File: src/rtl/soft_serial_pkg.sv
package soft_serial_pkg;

  // register byte offsets
  localparam logic [7:0] CTRL_OFF   = 8'h00;
  localparam logic [7:0] RATE_OFF   = 8'h04;
  localparam logic [7:0] DELAY_OFF  = 8'h08;
  localparam logic [7:0] TXDATA_OFF = 8'h0C;
  localparam logic [7:0] RXDATA_OFF = 8'h10;
  localparam logic [7:0] STATUS_OFF = 8'h14;
  localparam logic [7:0] PINS_OFF   = 8'h18;

  // control register fields
  localparam int CTRL_INVERT_BIT = 0;
  localparam int CTRL_MARKER_BIT = 1;
  localparam int CTRL_TXIDLE_BIT = 2;
  // command word (written to status offset): bit0 timed rx, bit1 hunting rx
  localparam int CMD_TIMED_BIT   = 0;
  localparam int CMD_HUNT_BIT    = 1;

  // status fields
  localparam int ST_RX_BUSY_BIT  = 0;
  localparam int ST_RX_DONE_BIT  = 1;
  localparam int ST_TX_BUSY_BIT  = 2;
  localparam int ST_IRQ_BLK_BIT  = 3;
  localparam int ST_RX_INV_BIT   = 4;

  // reset values
  localparam logic [31:0] CTRL_RESET  = 32'h0000_0004;
  localparam logic [31:0] RATE_RESET  = 32'h0000_0000;
  localparam logic [31:0] DELAY_RESET = 32'h0000_0000;

  // counted-loop timing, in cycles
  localparam int LOOP_CYCLES    = 4;
  localparam int BIT_OVERHEAD   = 11;
  localparam int FIRST_OVERHEAD = 16;
  localparam int MARKER_CYCLES  = 3;

  // line-rate divider limits, clock cycles per bit
  localparam int RATE_DIV_MIN = 19;
  localparam int RATE_DIV_MAX = 262159;

  // frame shape
  localparam int DATA_BITS = 8;
  localparam int RATE_W    = 19;

  typedef enum logic [5:0] {
    RX_IDLE  = 6'b000001,
    RX_IDLEV = 6'b000010,
    RX_HUNT  = 6'b000100,
    RX_FIRST = 6'b001000,
    RX_BITS  = 6'b010000,
    RX_TAIL  = 6'b100000
  } rx_state_e;

  typedef struct packed {
    logic       start;
    logic [7:0] data;
    logic       invert;
  } tx_req_s;

  typedef struct packed {
    logic       busy;
    logic       line;
  } tx_stat_s;

endpackage

File: src/rtl/serial_tx.sv
`timescale 1ns/1ps
module serial_tx
  import soft_serial_pkg::*;
#(
  parameter int RW = RATE_W
) (
  // clock and reset
  input  wire logic          hclk,
  input  wire logic          hresetn,
  // request and rate
  input  wire tx_req_s       req,
  input  wire logic [RW-1:0] bit_cycles,
  // line and state
  output tx_stat_s           stat
);

  logic [RW-1:0] cnt;
  logic [9:0]    shifter;
  logic [3:0]    left;

  // one frame: start at non-idle, 8 data lsb first, stop at idle
  always_ff @(posedge hclk or negedge hresetn) begin
    if (!hresetn) begin
      cnt       <= '0;
      shifter   <= 10'h3FF;
      left      <= 4'h0;
      stat.busy <= 1'b0;
      stat.line <= 1'b1;
    end else if (!stat.busy) begin
      stat.line <= ~req.invert;
      if (req.start) begin
        shifter   <= {1'b1, req.data, 1'b0} ^ {10{req.invert}};
        left      <= 4'hA;
        cnt       <= '0;
        stat.busy <= 1'b1;
      end
    end else if (cnt == '0) begin
      if (left == 4'h0) begin
        stat.busy <= 1'b0;
      end else begin
        stat.line <= shifter[0];
        shifter   <= {1'b1, shifter[9:1]};
        left      <= left - 4'h1;
        cnt       <= bit_cycles - RW'(1);
      end
    end else begin
      cnt <= cnt - RW'(1);
    end
  end

endmodule

File: src/rtl/soft_serial.sv
`timescale 1ns/1ps
module soft_serial
  import soft_serial_pkg::*;
#(
  parameter int PORT_W = 8,
  parameter int RW     = RATE_W
) (
  // ahb-lite slave
  input  wire logic        hclk,
  input  wire logic        hresetn,
  input  wire logic        hsel,
  input  wire logic [31:0] haddr,
  input  wire logic [1:0]  htrans,
  input  wire logic        hwrite,
  input  wire logic [2:0]  hsize,
  input  wire logic [31:0] hwdata,
  input  wire logic        hready,
  output logic [31:0]      hrdata,
  output logic             hreadyout,
  output logic             hresp,
  // serial line
  input  wire logic [PORT_W-1:0] port_in,
  output logic             tx_line,
  output logic             sample_marker_pin,
  // system interrupt gate
  output logic             irq_block
);

  // software state
  logic [31:0]       ctrl;
  logic [RW-1:0]     line_rate;
  logic [15:0]       bit_period_loops;
  logic [15:0]       first_sample_loops;
  logic [PORT_W-1:0] pin_select_mask;
  logic [7:0]        tx_byte;
  logic              tx_go;
  logic              go_timed;
  logic              go_hunt;

  // bus address phase capture
  logic       dp_write;
  logic       dp_read;
  logic [7:0] dp_addr;

  // receiver state
  rx_state_e     rx_state;
  logic [RW+1:0] rx_cnt;
  logic [7:0]    rx_shift;
  logic [3:0]    rx_bits;
  logic [7:0]    rx_data;
  logic          rx_done;
  logic          rx_inv;
  logic          rx_mode_hunt;
  logic          rx_pin;
  logic          rx_blk;

  tx_req_s  tx_req;
  tx_stat_s tx_stat;

  // one-hot mask selects one pin of the port; several bits or none reads low
  function automatic logic pick_pin(input logic [PORT_W-1:0] p,
                                    input logic [PORT_W-1:0] m);
    pick_pin = ($countones(m) == 1) && |(p & m);
  endfunction

  // counted-loop cycles: overhead plus four per loop, none added for zero loops
  function automatic logic [RW+1:0] loops_to_cycles(input int base,
                                                     input logic [15:0] loops);
    loops_to_cycles = (RW+2)'(base) + (RW+2)'({loops, 2'b00});
  endfunction

  assign rx_pin    = pick_pin(port_in, pin_select_mask);
  assign hreadyout = 1'b1;
  assign hresp     = 1'b0;

  // address phase: register the request when the bus is ready
  always_ff @(posedge hclk or negedge hresetn) begin
    if (!hresetn) begin
      dp_write <= 1'b0;
      dp_read  <= 1'b0;
      dp_addr  <= 8'h00;
    end else if (hready) begin
      dp_write <= hsel && htrans[1] && hwrite;
      dp_read  <= hsel && htrans[1] && !hwrite;
      dp_addr  <= haddr[7:0];
    end
  end

  // write data phase; command strobes last one cycle
  always_ff @(posedge hclk or negedge hresetn) begin
    if (!hresetn) begin
      ctrl               <= CTRL_RESET;
      line_rate          <= RW'(RATE_RESET);
      bit_period_loops   <= DELAY_RESET[15:0];
      first_sample_loops <= DELAY_RESET[15:0];
      pin_select_mask    <= PORT_W'(1);
      tx_byte            <= 8'h00;
      tx_go              <= 1'b0;
      go_timed           <= 1'b0;
      go_hunt            <= 1'b0;
    end else begin
      tx_go    <= 1'b0;
      go_timed <= 1'b0;
      go_hunt  <= 1'b0;
      if (dp_write) begin
        case (dp_addr)
          CTRL_OFF:   ctrl <= {29'h0, hwdata[2:0]};
          RATE_OFF:   line_rate <= hwdata[RW-1:0];
          DELAY_OFF: begin
            bit_period_loops   <= hwdata[15:0];
            first_sample_loops <= hwdata[31:16];
          end
          TXDATA_OFF: begin
            tx_byte <= hwdata[7:0];
            tx_go   <= 1'b1;
          end
          STATUS_OFF: begin
            go_timed <= hwdata[CMD_TIMED_BIT];
            go_hunt  <= hwdata[CMD_HUNT_BIT];
          end
          PINS_OFF:   pin_select_mask <= hwdata[PORT_W-1:0];
          default:    ;
        endcase
      end
    end
  end

  // read data; unmapped offsets read zero
  always_ff @(posedge hclk or negedge hresetn) begin
    if (!hresetn) begin
      hrdata <= 32'h0000_0000;
    end else if (hready && hsel && htrans[1] && !hwrite) begin
      case (haddr[7:0])
        CTRL_OFF:   hrdata <= ctrl;
        RATE_OFF:   hrdata <= 32'(line_rate);
        DELAY_OFF:  hrdata <= {first_sample_loops, bit_period_loops};
        TXDATA_OFF: hrdata <= {24'h0, tx_byte};
        RXDATA_OFF: hrdata <= {24'h0, rx_data};
        STATUS_OFF: hrdata <= {27'h0, rx_inv, irq_block, tx_stat.busy,
                               rx_done, rx_bits != 4'h0 || rx_state != RX_IDLE};
        PINS_OFF:   hrdata <= 32'(pin_select_mask);
        default:    hrdata <= 32'h0000_0000;
      endcase
    end
  end

  // receive sequencer for both modes
  always_ff @(posedge hclk or negedge hresetn) begin
    if (!hresetn) begin
      rx_state     <= RX_IDLE;
      rx_cnt       <= '0;
      rx_shift     <= 8'h00;
      rx_bits      <= 4'h0;
      rx_inv       <= 1'b0;
      rx_mode_hunt <= 1'b0;
      rx_blk       <= 1'b0;
    end else begin
      case (rx_state)
        RX_IDLE: begin
          rx_blk <= 1'b0;
          if (go_timed) begin
            rx_mode_hunt <= 1'b0;
            rx_inv       <= ctrl[CTRL_INVERT_BIT];
            rx_blk       <= 1'b1;
            rx_cnt       <= loops_to_cycles(FIRST_OVERHEAD, first_sample_loops)
                            + (ctrl[CTRL_MARKER_BIT] ? (RW+2)'(MARKER_CYCLES)
                                                     : '0);
            rx_state     <= RX_FIRST;
          end else if (go_hunt) begin
            rx_mode_hunt <= 1'b1;
            rx_state     <= RX_IDLEV;
          end
        end
        RX_IDLEV: begin
          rx_inv   <= ~rx_pin;
          rx_state <= RX_HUNT;
        end
        RX_HUNT: begin
          // no timeout here: a silent line keeps the receiver waiting
          if (rx_pin == rx_inv) begin
            rx_blk   <= 1'b1;
            rx_cnt   <= (RW+2)'(line_rate >> 1);
            rx_state <= RX_FIRST;
          end
        end
        RX_FIRST: begin
          if (rx_cnt <= (RW+2)'(1)) begin
            rx_bits  <= 4'h0;
            rx_cnt   <= rx_mode_hunt ? (RW+2)'(line_rate)
                        : loops_to_cycles(BIT_OVERHEAD, bit_period_loops);
            rx_state <= RX_BITS;
          end else begin
            rx_cnt <= rx_cnt - (RW+2)'(1);
          end
        end
        RX_BITS: begin
          if (rx_cnt <= (RW+2)'(1)) begin
            rx_shift <= {rx_pin ^ rx_inv, rx_shift[7:1]};
            rx_bits  <= rx_bits + 4'h1;
            rx_cnt   <= rx_mode_hunt ? (RW+2)'(line_rate)
                        : loops_to_cycles(BIT_OVERHEAD, bit_period_loops);
            if (rx_bits == 4'(DATA_BITS - 1)) begin
              rx_state <= RX_TAIL;
            end
          end else begin
            rx_cnt <= rx_cnt - (RW+2)'(1);
          end
        end
        RX_TAIL: begin
          // stop bit level is ignored, so no framing error can arise
          rx_bits  <= 4'h0;
          rx_blk   <= 1'b0;
          rx_state <= RX_IDLE;
        end
        default: rx_state <= RX_IDLE;
      endcase
    end
  end

  // result byte and done flag; a new capture wins over a read clearing
  always_ff @(posedge hclk or negedge hresetn) begin
    if (!hresetn) begin
      rx_data <= 8'h00;
      rx_done <= 1'b0;
    end else if (rx_state == RX_TAIL) begin
      rx_data <= rx_shift;
      rx_done <= 1'b1;
    end else if (dp_read && dp_addr == RXDATA_OFF) begin
      rx_done <= 1'b0;
    end
  end

  // diagnostic marker toggles in timed mode only, three cycles before the first-sample delay ends
  always_ff @(posedge hclk or negedge hresetn) begin
    if (!hresetn) begin
      sample_marker_pin <= 1'b0;
    end else if (rx_state == RX_FIRST && ctrl[CTRL_MARKER_BIT] && !rx_mode_hunt
                 && rx_cnt == (RW+2)'(MARKER_CYCLES + 1)) begin
      sample_marker_pin <= ~sample_marker_pin;
    end
  end

  // transmit polarity follows the idle level software sets
  assign tx_req.start  = tx_go;
  assign tx_req.data   = tx_byte;
  assign tx_req.invert = ~ctrl[CTRL_TXIDLE_BIT];

  serial_tx #(
    .RW (RW)
  ) u_tx (
    .hclk       (hclk),
    .hresetn    (hresetn),
    .req        (tx_req),
    .bit_cycles (line_rate),
    .stat       (tx_stat)
  );

  assign tx_line   = tx_stat.line;
  assign irq_block = rx_blk | tx_stat.busy;

endmodule

File: config.mk
export PLATFORM = sky130hd
export DESIGN_NAME = soft_serial
export DESIGN_NICKNAME = d
export VERILOG_FILES = /design/src/rtl/soft_serial_pkg.sv /design/src/rtl/serial_tx.sv /design/src/rtl/soft_serial.sv
export SDC_FILE = /design/constraint.sdc
export NUM_CORES = 1
export LEC_CHECK = 0
export BUFFER_PORTS_ARGS = -buffer_cell sky130_fd_sc_hd__buf_2
export CORE_ASPECT_RATIO = 0.9
export CORE_MARGIN = 2
export CORE_UTILIZATION = 35
export CTS_CLUSTER_SIZE = 40
export DETAILED_ROUTE_END_ITERATION = 10
export PLACE_DENSITY = 0.58
export SYNTH_ARGS = -nofsm -noshare
export SYNTH_HDL_FRONTEND = slang
export SYNTH_SLANG_ARGS = --single-unit
File: constraint.sdc
create_clock -name hclk -period 5.4 [get_ports hclk]
set_input_delay 0.81 -clock hclk [delete_from_list [all_inputs] [get_ports hclk]]
set_output_delay 0.81 -clock hclk [all_outputs]
set_load 0.05 [all_outputs]
-- Word-level counts from Yosys, hierarchy flattened
Cells that the tools add are included.
- register bits: 202
- latch bits: 0
- bits in writable memories: 0
- bits in read-only memories: 0
- bits of input ports: 82
- output and inout port bits: 37
- logic and storage cells: 175
- memories: 0
- add/sub/neg operators: 15
- $mul: 0
- div/mod/pow operators: 0
- order comparisons: 1
- equal/unequal tests: 32
- shift-type cells: 0
- mux-type cells: 49
- bitwise operators: 7
- reductions and logical operators: 43
- operators by type and width (operator ; number):
    32-bit case mux with 7 select lines ; 1
    19-bit two-way mux ; 5
    21-bit two-way mux ; 3
    21-bit case mux with 3 select lines ; 1
    8-bit by 5-bit == test with 1-bit output, second input constant ; 6
    10-bit two-way mux ; 4
    19-bit by 1-bit subtractor with 19-bit output, second input constant ; 2
    6-bit two-way mux ; 6
    8-bit by 4-bit == test with 1-bit output, second input constant ; 4
    6-bit case mux with 5 select lines ; 1
    4-bit two-way mux ; 6
    2-bit AND reduction ; 11
    21-bit by 3-bit == test with 1-bit output, second input constant ; 1
    21-bit by 1-bit <= comparator with 1-bit output, second input constant ; 1
    21-bit by 1-bit subtractor with 21-bit output, second input constant ; 1
    19-bit by 2-bit adder with 20-bit output ; 1
    4-bit by 18-bit adder with 19-bit output, first input constant ; 1
    5-bit by 18-bit adder with 19-bit output, first input constant ; 1
    19-bit logical NOT ; 1
    8-bit by 3-bit == test with 1-bit output, second input constant ; 2
    8-bit logical NOT ; 2
    1-bit two-way mux ; 16
    2-bit inequality test, second input constant ; 7
    4-bit case mux with 3 select lines ; 1
    other kinds (35) ; 62

-- Depth between registers and ports, before layout
Gate-level depths: netlist of the first run.
- depth after elaboration: 8
- depth in mapped cells: 16
- mapped depth without buffers: 14

-- Modules after synthesis
Synthesis of the first run repeated with hierarchy kept, for this count alone.
- cell total of the unflattened synthesis: 1157
- area, all modules: 11308.3 um^2
- by module, submodules not included (module ; instances ; cells each ; area each (um^2) ; seq. area each (um^2)):
    soft_serial ; 1 ; 857 ; 8803.4 ; 4182.8
    serial_tx ; 1 ; 300 ; 2504.9 ; 889.6

-- Worst setup path before layout of the first run
No wires, ideal clock.
- path type: reg-to-reg
- start: register pin_select_mask[0]
- end: register rx_cnt[17]
- setup time: 0.121 ns
- data arrival time: 4.156 ns
- required time: 5.279 ns
- slack: 1.123 ns
- stages on the path, launching flop included: 17
- buffers on the path: 2
- clock period less this slack: 4.277 ns
- cells stage by stage: dfstp_2 -> inv_1 -> fa_1 -> fa_1 -> fa_1 -> inv_1 -> ha_1 -> inv_1 -> fa_1 -> and3b_1 -> a41oi_1 -> or4_1 -> clkbuf_1 -> and3_1 -> clkbuf_1 -> o21ai_0 -> a22o_1
- word-level cells in the longest chain between the ends: 8
- elaborated cells on any way between the ends: 10
- classes of those cells: 3 x add/sub; 3 x eq/ne; 1 x bitwise; 3 x reduce/logical
- RTL lines (item ; line ; text):
    start: declaration ; soft_serial.sv:34 ; logic [PORT_W-1:0] pin_select_mask;
    start signal: assignment ; soft_serial.sv:121 ; PINS_OFF: pin_select_mask <= hwdata[PORT_W-1:0];
    1-bit by 1-bit adder with 2-bit output (not written as such) ; soft_serial.sv:63 ; pick_pin = ($countones(m) == 1) && |(p & m);
    2-bit by 2-bit adder with 3-bit output (not written as such) ; soft_serial.sv:63 ;
    3-bit by 3-bit adder with 4-bit output (not written as such) ; soft_serial.sv:63 ;
    4-bit by 1-bit == test with 1-bit output ; soft_serial.sv:63 ;
    1-bit logical AND * ; soft_serial.sv:63 ;
    1-bit == test * ; soft_serial.sv:180 ; if (rx_pin == rx_inv) begin
    2-bit inequality test (no source line) * ; -- ;
    3-bit AND reduction (no source line) * ; -- ;
    end signal: assignment ; soft_serial.sv:182 ; rx_cnt <= (RW+2)'(line_rate >> 1);
    end signal: assignment ; soft_serial.sv:189 ; rx_cnt <= rx_mode_hunt ? (RW+2)'(line_rate)
    end signal: assignment ; soft_serial.sv:193 ; rx_cnt <= rx_cnt - (RW+2)'(1);
    end: declaration ; soft_serial.sv:47 ; logic [RW+1:0] rx_cnt;
Mark *: on every way between the ends. The rest lies on a longest branch, timed or not.
A chain may end at the register's enable or synchronous reset.

-- Worst setup path in the final report of the first run
Ends and elaborated chain as after synthesis.

==> run summary, run 1 <==
The area growth from synthesis to layout is 14.0%. The global-route usage over all layers is 19.1%. The congestion estimate from routability-driven global placement came to 0.893. The slowest stage of the critical path belongs to the cell and3_1.

The number of ports placed on the die boundary is 119. The detail route stage leaves a number of antenna-violating nets equal to 0. The worst slew margin relative to its limit is 17.3%. The global-route wire length before repair is 50.5 mm.

The max capacitance violation total is 0. The level count of the clock H-tree came out at 1. The leakage power figure is 5.45 nW. The hold buffer count at CTS came out at 0. The die covers 33600 um^2.

The path class of the tightest hold or removal check is in -> async. The final setup violation count is 0. Synthesis produced a netlist whose cell count is 1158. The via count of the first global-routing pass came out at 8961.

The max-slew violation count is 0. The number of nets in the layout is 1318. The sum of routed wire length over all layers is 32.2 mm. The average wire per cell in the routed design is 19.4 um. The worst setup path is launched from a flop. In this run, placement finished with an instance count of 1611. The remaining global-route overflow is 0.

The number of unique standard cell types used by synthesis came out at 81. On the worst path, the slowest cell contributes a delay of 0.68 ns. The cell sitting at the root of the clock tree is a clkbuf_16. The clock input transition at the sequential cells of the worst setup and hold paths is 0.06 ns. STA classifies the critical path endpoint as a flop. The number of hold violations in the final report came out at 0. The power density over the cells came out at 348 nW/um^2. The most frequently used flop master after synthesis is dfrtp_1. The total negative slack for setup checks came out at 0 ns.

By area the synthesized netlist is led by dfrtp_1 42%, mux2_2 9.0%, nand2_1 4.4%. The number of DRC markers after the initial detailed-route iteration is 708. For the pin with the worst max-slew slack, the measured transition is 1.24 ns. The quantity of I/O buffers inserted on ports came out at 88. The post-CTS repair timing setup buffer count is 0. The number of enable-type register cells in the synthesized netlist came out at 0. The hold slack is 0.326 ns. The share of synthesized registers carrying an async set or reset came out at 100%. The library cell with the highest instance count after synthesis is dfrtp_1.

The number of vias per cell after detailed routing came out at 5.66. The critical path goes through inv_1 -> fa_1 -> fa_1 -> fa_1 -> inv_1 -> ha_1 -> inv_1 -> fa_1 -> and3b_1 -> a41oi_1 -> or4_1 -> and3_1 -> o21ai_0 -> a22o_1. The smallest clock period supported by the final layout is computed as 4.83 ns. The number of cells upsized or downsized after cts came out at 0. The highest fanout seen on the critical path came out at 21.

Summing over every cut layer, the via total after detailed routing is 9355. The run finished with clean final reports. The combined buffer and inverter count along the critical path is 3. Counting stages on the worst path, the most repeated cell is fa_1. The final setup skew is 0.0140 ns. The source-to-sink clock delay at the later pin of the worst-skew pair is 0.53 ns.

The top-area cell type share of the netlist area came out at 41.9%. In this run the standard cell core region covers 31800 um^2. The ratio of final minimum period to clock period came out at 89.5%. The number of buffers on the longest clock path came out at 3. The commonest cells after synthesis are 188 x dfrtp_1, 132 x nand2_1, 90 x mux2_2. The initial utilization of the core area, before any placement, comes to 35.3%. The TritonCTS clock tree is yes. The required time at the endpoint of the critical path came out at 5.80 ns. The total clock sinks is 202. Leaving out filler cells and counting taps, the final layout contains 1654. IR analysis of the VDD net gives a maximum drop of 0.000282 V. The number of DRC violations after detailed routing came out at 0. The flip-flop and latch count after synthesis is 202.

Cells with a size suffix above 1 make up 21.8% of the layout. The synthesized area per cell came out at 9.71 um^2. The highest attainable clock frequency is 207 MHz. The combined area of all synthesized cells is 11200 um^2. Counting cells, the worst reg-to-reg path comes to 14.

The largest net degree at the start of global routing is 86. The number of nets in the synthesized netlist came out at 1256. The die span in y came out at 174 um. STA puts the critical path data arrival time at 5.23 ns. The cell type contributing the most total cell area after synthesis is dfrtp_1. Yosys printed 0 warnings.

The initial antenna violation count is 0. The floorplan has 62 rows. Sequential cells were found to cover 45.1% of the synthesized design area.

In this run the number of cells on the critical path is 14. Detailed placement finished with a half-perimeter wire length of 22.4 mm. For this run, the detailed router's first-pass iteration total came to 5. The kind of cell with the highest combined delay along the critical path is adder cells. The chip width is 193 um. Clock tree synthesis inserted a total of 23 buffers. By startpoint and endpoint, the worst setup path is classified as reg -> reg. Setup repair after global routing left no endpoint under its margin.
## report_power, final
part,leakage (nW),switching (W),internal [W]
sequential,2.52,0.000241,0.00169
combinational,2.55,0.000553,0.000403
clock,0.378,0.000651,0.000919
total,5.45,0.00144,0.00301
## metal layers
metal,routed length [um],track usage (%)
met2,13800,28.1
met3,2070,2.91
met1,15600,29.1
met4,705,4.80
met5,0,0
## through the flow
stage	instance area [um^2]	total power (W)	util, %	worst slack (ns)
final	12800	0.00445	40.3	0.569
after global routing	12800	0.00470	40.3	0.330
after CTS	12800	0.00448	40.3	0.599
after detailed placement	12000	0.00289	37.9	0.607
after global placement	12000	0.00287	37.9	0.683
after floorplan	11200	0.00260	-	1.12
## flip-flops by register name, indices dropped and copies added, names as in the netlist, 2 cells and up
register / cells
bit_period_loops: 16
ctrl: 3
dp_addr: 8
first_sample_loops: 16
hrdata: 32
line_rate: 19
pin_select_mask: 8
rx_bits: 4
rx_cnt: 21
rx_data: 8
rx_shift: 8
rx_state: 6
tx_byte: 8
u_tx.cnt: 19
u_tx.left: 4
u_tx.shifter: 10
u_tx.stat: 2
## final timing paths
check,startpoint,endpoint,slack (ns)
setup / recovery,pin_select_mask[0],rx_cnt[17],0.57
hold / removal,hresetn,first_sample_loops[14],0.33
setup reg to reg,pin_select_mask[0],rx_cnt[17],0.57
hold reg to reg,sample_marker_pin,sample_marker_pin,0.47
max in group asynchronous,hresetn,hrdata[10],3.99
min in group hclk,sample_marker_pin,sample_marker_pin,0.47
## placed cells by master, fill, tap and decap left out, drive strengths merged, types with 15 or more instances in the layout
master,instances
a31oi,19
o21ai,85
xnor2,23
nor2,85
nor4,17
inv,36
mux2,90
nor3,29
o211ai,15
nand2,132
nand3,32
xor2,25
mux2i,19
clkbuf,33
nand4,22
a21oi,44
dfrtp,188
a22oi,26
buf,102
## worst register-to-register path, stage by stage, from the launching register on
cell	delay [ns]
dfstp_2	0.53
inv_1	0.07
fa_1	0.56
fa_1	0.43
fa_1	0.49
inv_1	0.04
ha_1	0.19
inv_1	0.07
fa_1	0.42
and3b_1	0.17
a41oi_1	0.33
or4_1	0.24
and3_1	0.68
o21ai_0	0.21
a22o_1	0.27
## cell families (layout without fill, tap and decap cells)
| group | Yosys count | in the layout | synth area share [%] |
|---|---|---|---|
| AND/OR/NAND/NOR | 397 | 397 | 17.6 |
| AO/OA/AOI/OAI | 281 | 281 | 16.8 |
| flip-flops | 202 | 202 | 45.1 |
| multiplexers | 110 | 110 | 10.9 |
| buffers and inverters | 102 | 181 | 3.75 |
| XOR/XNOR | 48 | 48 | 3.74 |
| adder cells (fa/ha/maj) | 16 | 16 | 2.05 |
| other | 2 | 3 | 0.0668 |
## layout make-up
cell class	count	area, um^2
fill	3183	19000
multi-input combinational	854	5760
sequential	202	5070
clock buffer	32	669
timing repair buffer	103	562
tap	416	520
inverter	36	135
clock inverter	10	95.1
antenna	1	2.50
(Power assumes the default switching activity.)
==> run 2, diff against run 1 <==
--- a/config.mk
+++ b/config.mk
@@ -8,10 +8,11 @@
 export BUFFER_PORTS_ARGS = -buffer_cell sky130_fd_sc_hd__buf_2
 export CORE_ASPECT_RATIO = 0.9
 export CORE_MARGIN = 2
-export CORE_UTILIZATION = 35
+export CORE_UTILIZATION = 52
 export CTS_CLUSTER_SIZE = 40
 export DETAILED_ROUTE_END_ITERATION = 10
-export PLACE_DENSITY = 0.58
+export PLACE_DENSITY = 0.78
+export SLEW_MARGIN = 20
 export SYNTH_ARGS = -nofsm -noshare
 export SYNTH_HDL_FRONTEND = slang
 export SYNTH_SLANG_ARGS = --single-unit
==> run summary, run 2 (synthesized netlist as in run 1, its figures left out) <==
Status: finished clean (unchanged). The average wire per cell in the routed design came out at 19.4 um (about the same). The required time at the endpoint of the critical path is 5.80 ns (about the same). The largest net degree at the start of global routing is 116 (was 86).

Most frequent cells in the layout: 188 x dfrtp_1, 132 x nand2_1, 90 x mux2_2 (unchanged). The final setup skew came out at 0.0263 ns (was 0.0140 ns). The startpoint type of the worst setup path was a flop (unchanged). The root buffer selected by CTS is clkbuf_16 (unchanged).

The detailed-router iteration count before antenna repair is 5 (unchanged). The final standard cell area without fillers came out at 12600 um^2 (was 12800 um^2). The hold buffer count at CTS came out at 0 (unchanged). The endpoint of the worst register-to-register path is rx_cnt[17] (unchanged). The number of DRC markers after the initial detailed-route iteration came out at 1056 (was 708). Setup repair after global routing missed its margin: false (unchanged). The sum of routed wire length over all layers was 29.4 mm (was 32.2 mm).

The source-to-sink clock delay at the later pin of the worst-skew pair was 0.53 ns (about the same). The global-route wire length before repair came out at 47.7 mm (was 50.5 mm). The worst supply voltage drop on vdd is 0.000258 V (was 0.000282 V). The remaining global-route overflow is 0 (unchanged). The post-CTS repair timing setup buffer count is 0 (unchanged). The number of hold violations in the final report came out at 0 (unchanged).

The die area came out at 22800 um^2 (was 33600 um^2). The flip-flop count of the largest register, all copies and words added is 32 (unchanged). The core footprint came out at 21400 um^2 (was 31800 um^2).

The commonest non-fill, non-tap cell in the layout is dfrtp_1 (unchanged). The flop-to-flop setup slack came to 0.54 ns (was 0.57 ns). The detailed-route via count came out at 9560 (was 9355). The top register by number of flip-flops was hrdata (unchanged).

The count of filler cells inserted in the layout came out at 1827 (was 3183). The number of buffers created by CTS was 22 (was 23). The initial cell density of the core is 52.4% (was 35.3%).

The time the worst path needs with I/O delays and setup came out at 4.86 ns (was 4.83 ns). The kind of critical path is reg -> reg (unchanged). The number of ports placed on the die boundary came out at 119 (unchanged).

The chip width is 159 um (was 193 um). The area growth from synthesis to layout came out at 12.0% (was 14.0%). The arrival time at the worst endpoint is 5.26 ns (was 5.23 ns). The remaining antenna violation count is 0 (unchanged). Top flop regs: hrdata x32, rx_cnt x21 (unchanged). The origin of the critical flop-to-flop path is pin_select_mask[0] (unchanged). The max-slew violation count was 0 (unchanged). The transition time at the pin with the least slew margin came out at 1.09 ns (was 1.24 ns).

The TritonCTS clock tree is yes (unchanged). The minimum setup slack after placement was 0.657 ns (was 0.607 ns). The clock input transition at the sequential cells of the worst setup and hold paths is 0.06 ns (about the same).

The number of cells traversed by the worst register-to-register path was 14 (unchanged). The level count of the clock H-tree came out at 1 (unchanged). The endpoint kind of the worst setup timing path is a flop (unchanged).

The total cell area at the placement stage came out at 11800 um^2 (was 12000 um^2). The ratio of final minimum period to clock period was 90.0% (was 89.5%). The fraction of layout instances using a drive strength above 1 came out at 21.2% (was 21.8%). The leakage power figure is 5.41 nW (was 5.45 nW). The via count of the first global-routing pass is 8960 (was 8961). The initial antenna violation count came out at 0 (unchanged). The total negative slack for setup checks came to 0 ns (unchanged).

The global-route usage over all layers came out at 25.8% (was 19.1%). The power density over the cells came out at 349 nW/um^2 (was 348 nW/um^2). The number of cells upsized or downsized after cts is 0 (unchanged). The highest attainable clock frequency came out at 206 MHz (was 207 MHz).

The number of vias per cell after detailed routing was 6.29 (was 5.66). The number of diodes is 0 (was 1). The final worst-path setup slack was 0.540 ns (was 0.569 ns). The HPWL after detailed placement came out at 20.3 mm (was 22.4 mm). The highest fanout seen on the critical path was 21 (unchanged). The final setup violation count is 0 (unchanged). The final weighted congestion in routability-driven placement was 0.938 (was 0.893). The number of nets in the layout is 1312 (was 1318). The total clock sinks came out at 202 (unchanged). The die span in y came to 143 um (was 174 um). The number of DRC violations after detailed routing was 0 (unchanged).

The standard-cell row count is 51 (was 62). The class of the worst hold path is in -> async (unchanged). The quantity of I/O buffers inserted on ports came out at 88 (unchanged). The max capacitance violation total is 0 (unchanged). The worst slew margin relative to its limit came out at 27.4% (was 17.3%). The number of buffers on the longest clock path is 3 (unchanged).
-- run 2: cell types whose count changed in the layout (fill, tap and decap cells not counted), moves of 3 or more --
cell and change:
buf_4 -6, clkbuf_1 +3, clkbuf_8 -3, clkinv_2 -3
-- run 2: routing by layer --
| metal | wire length (um) | vias to the layer above | share of wire, % | track usage, % |
|---|---|---|---|---|
| li1 | - | 4359 | - | - |
| met1 | 12900 | 4685 | 44 | 36.4 |
| met2 | 13200 | 442 | 45 | 41.1 |
| met3 | 2280 | 74 | 7.7 | 4.85 |
| met4 | 1060 | 0 | 3.6 | 7.70 |
| met5 | 0 | - | 0 | 0 |
-- run 2: through the flow --
step | hold slack [ns] | util (%) | power, W | cells
6_report | 0.416 | 58.7 | 0.00440 | 1521
5_1_grt | 0.486 | 58.7 | 0.00461 | 1521
4_1_cts | 0.470 | 58.6 | 0.00440 | 1520
3_5_place_dp | 0.458 | 55.2 | 0.00287 | 1480
3_3_place_gp | 0.457 | 55.2 | 0.00283 | 1480
2_1_floorplan | 0.445 | - | 0.00260 | 1158
-- run 2: critical path, stage by stage, from the launching register on --
cell and delay, ns:
dfstp_2 0.54, inv_1 0.07, fa_1 0.56, fa_1 0.43, fa_1 0.49, inv_1 0.04, ha_1 0.18, inv_1 0.07
fa_1 0.42, and3b_1 0.17, a41oi_1 0.32, or4_1 0.24, and3_1 0.68, o21ai_0 0.23, a22o_1 0.28
-- run 2: worst max-delay path by stage --
stage,from,endpoint,slack [ns],cells after the start
floorplan,pin_select_mask[0],rx_cnt[17],1.12,16
global placement,pin_select_mask[0],rx_cnt[11],0.73,14
detailed placement,pin_select_mask[0],rx_cnt[17],0.66,14
CTS,pin_select_mask[0],rx_cnt[17],0.60,14
global route,pin_select_mask[0],rx_cnt[17],0.26,14
finish,pin_select_mask[0],rx_cnt[17],0.54,14
-- run 2: cell type report --
type | count | area (um^2) | share of cell area (%)
multi-input cells | 854 | 5770 | 45.8
flip-flops and latches | 202 | 5070 | 40.3
clock buffers | 31 | 614 | 4.88
repair buffers | 98 | 528 | 4.19
well taps | 291 | 364 | 2.89
inverters | 36 | 135 | 1.07
clock inverters | 9 | 115 | 0.914
-- run 2: where the power goes --
part | total, W | switching [W] | internal (W)
combinational | 0.000948 | 0.000546 | 0.000402
sequential | 0.00192 | 0.000237 | 0.00169
clock | 0.00153 | 0.000636 | 0.000894
total | 0.00440 | 0.00142 | 0.00298
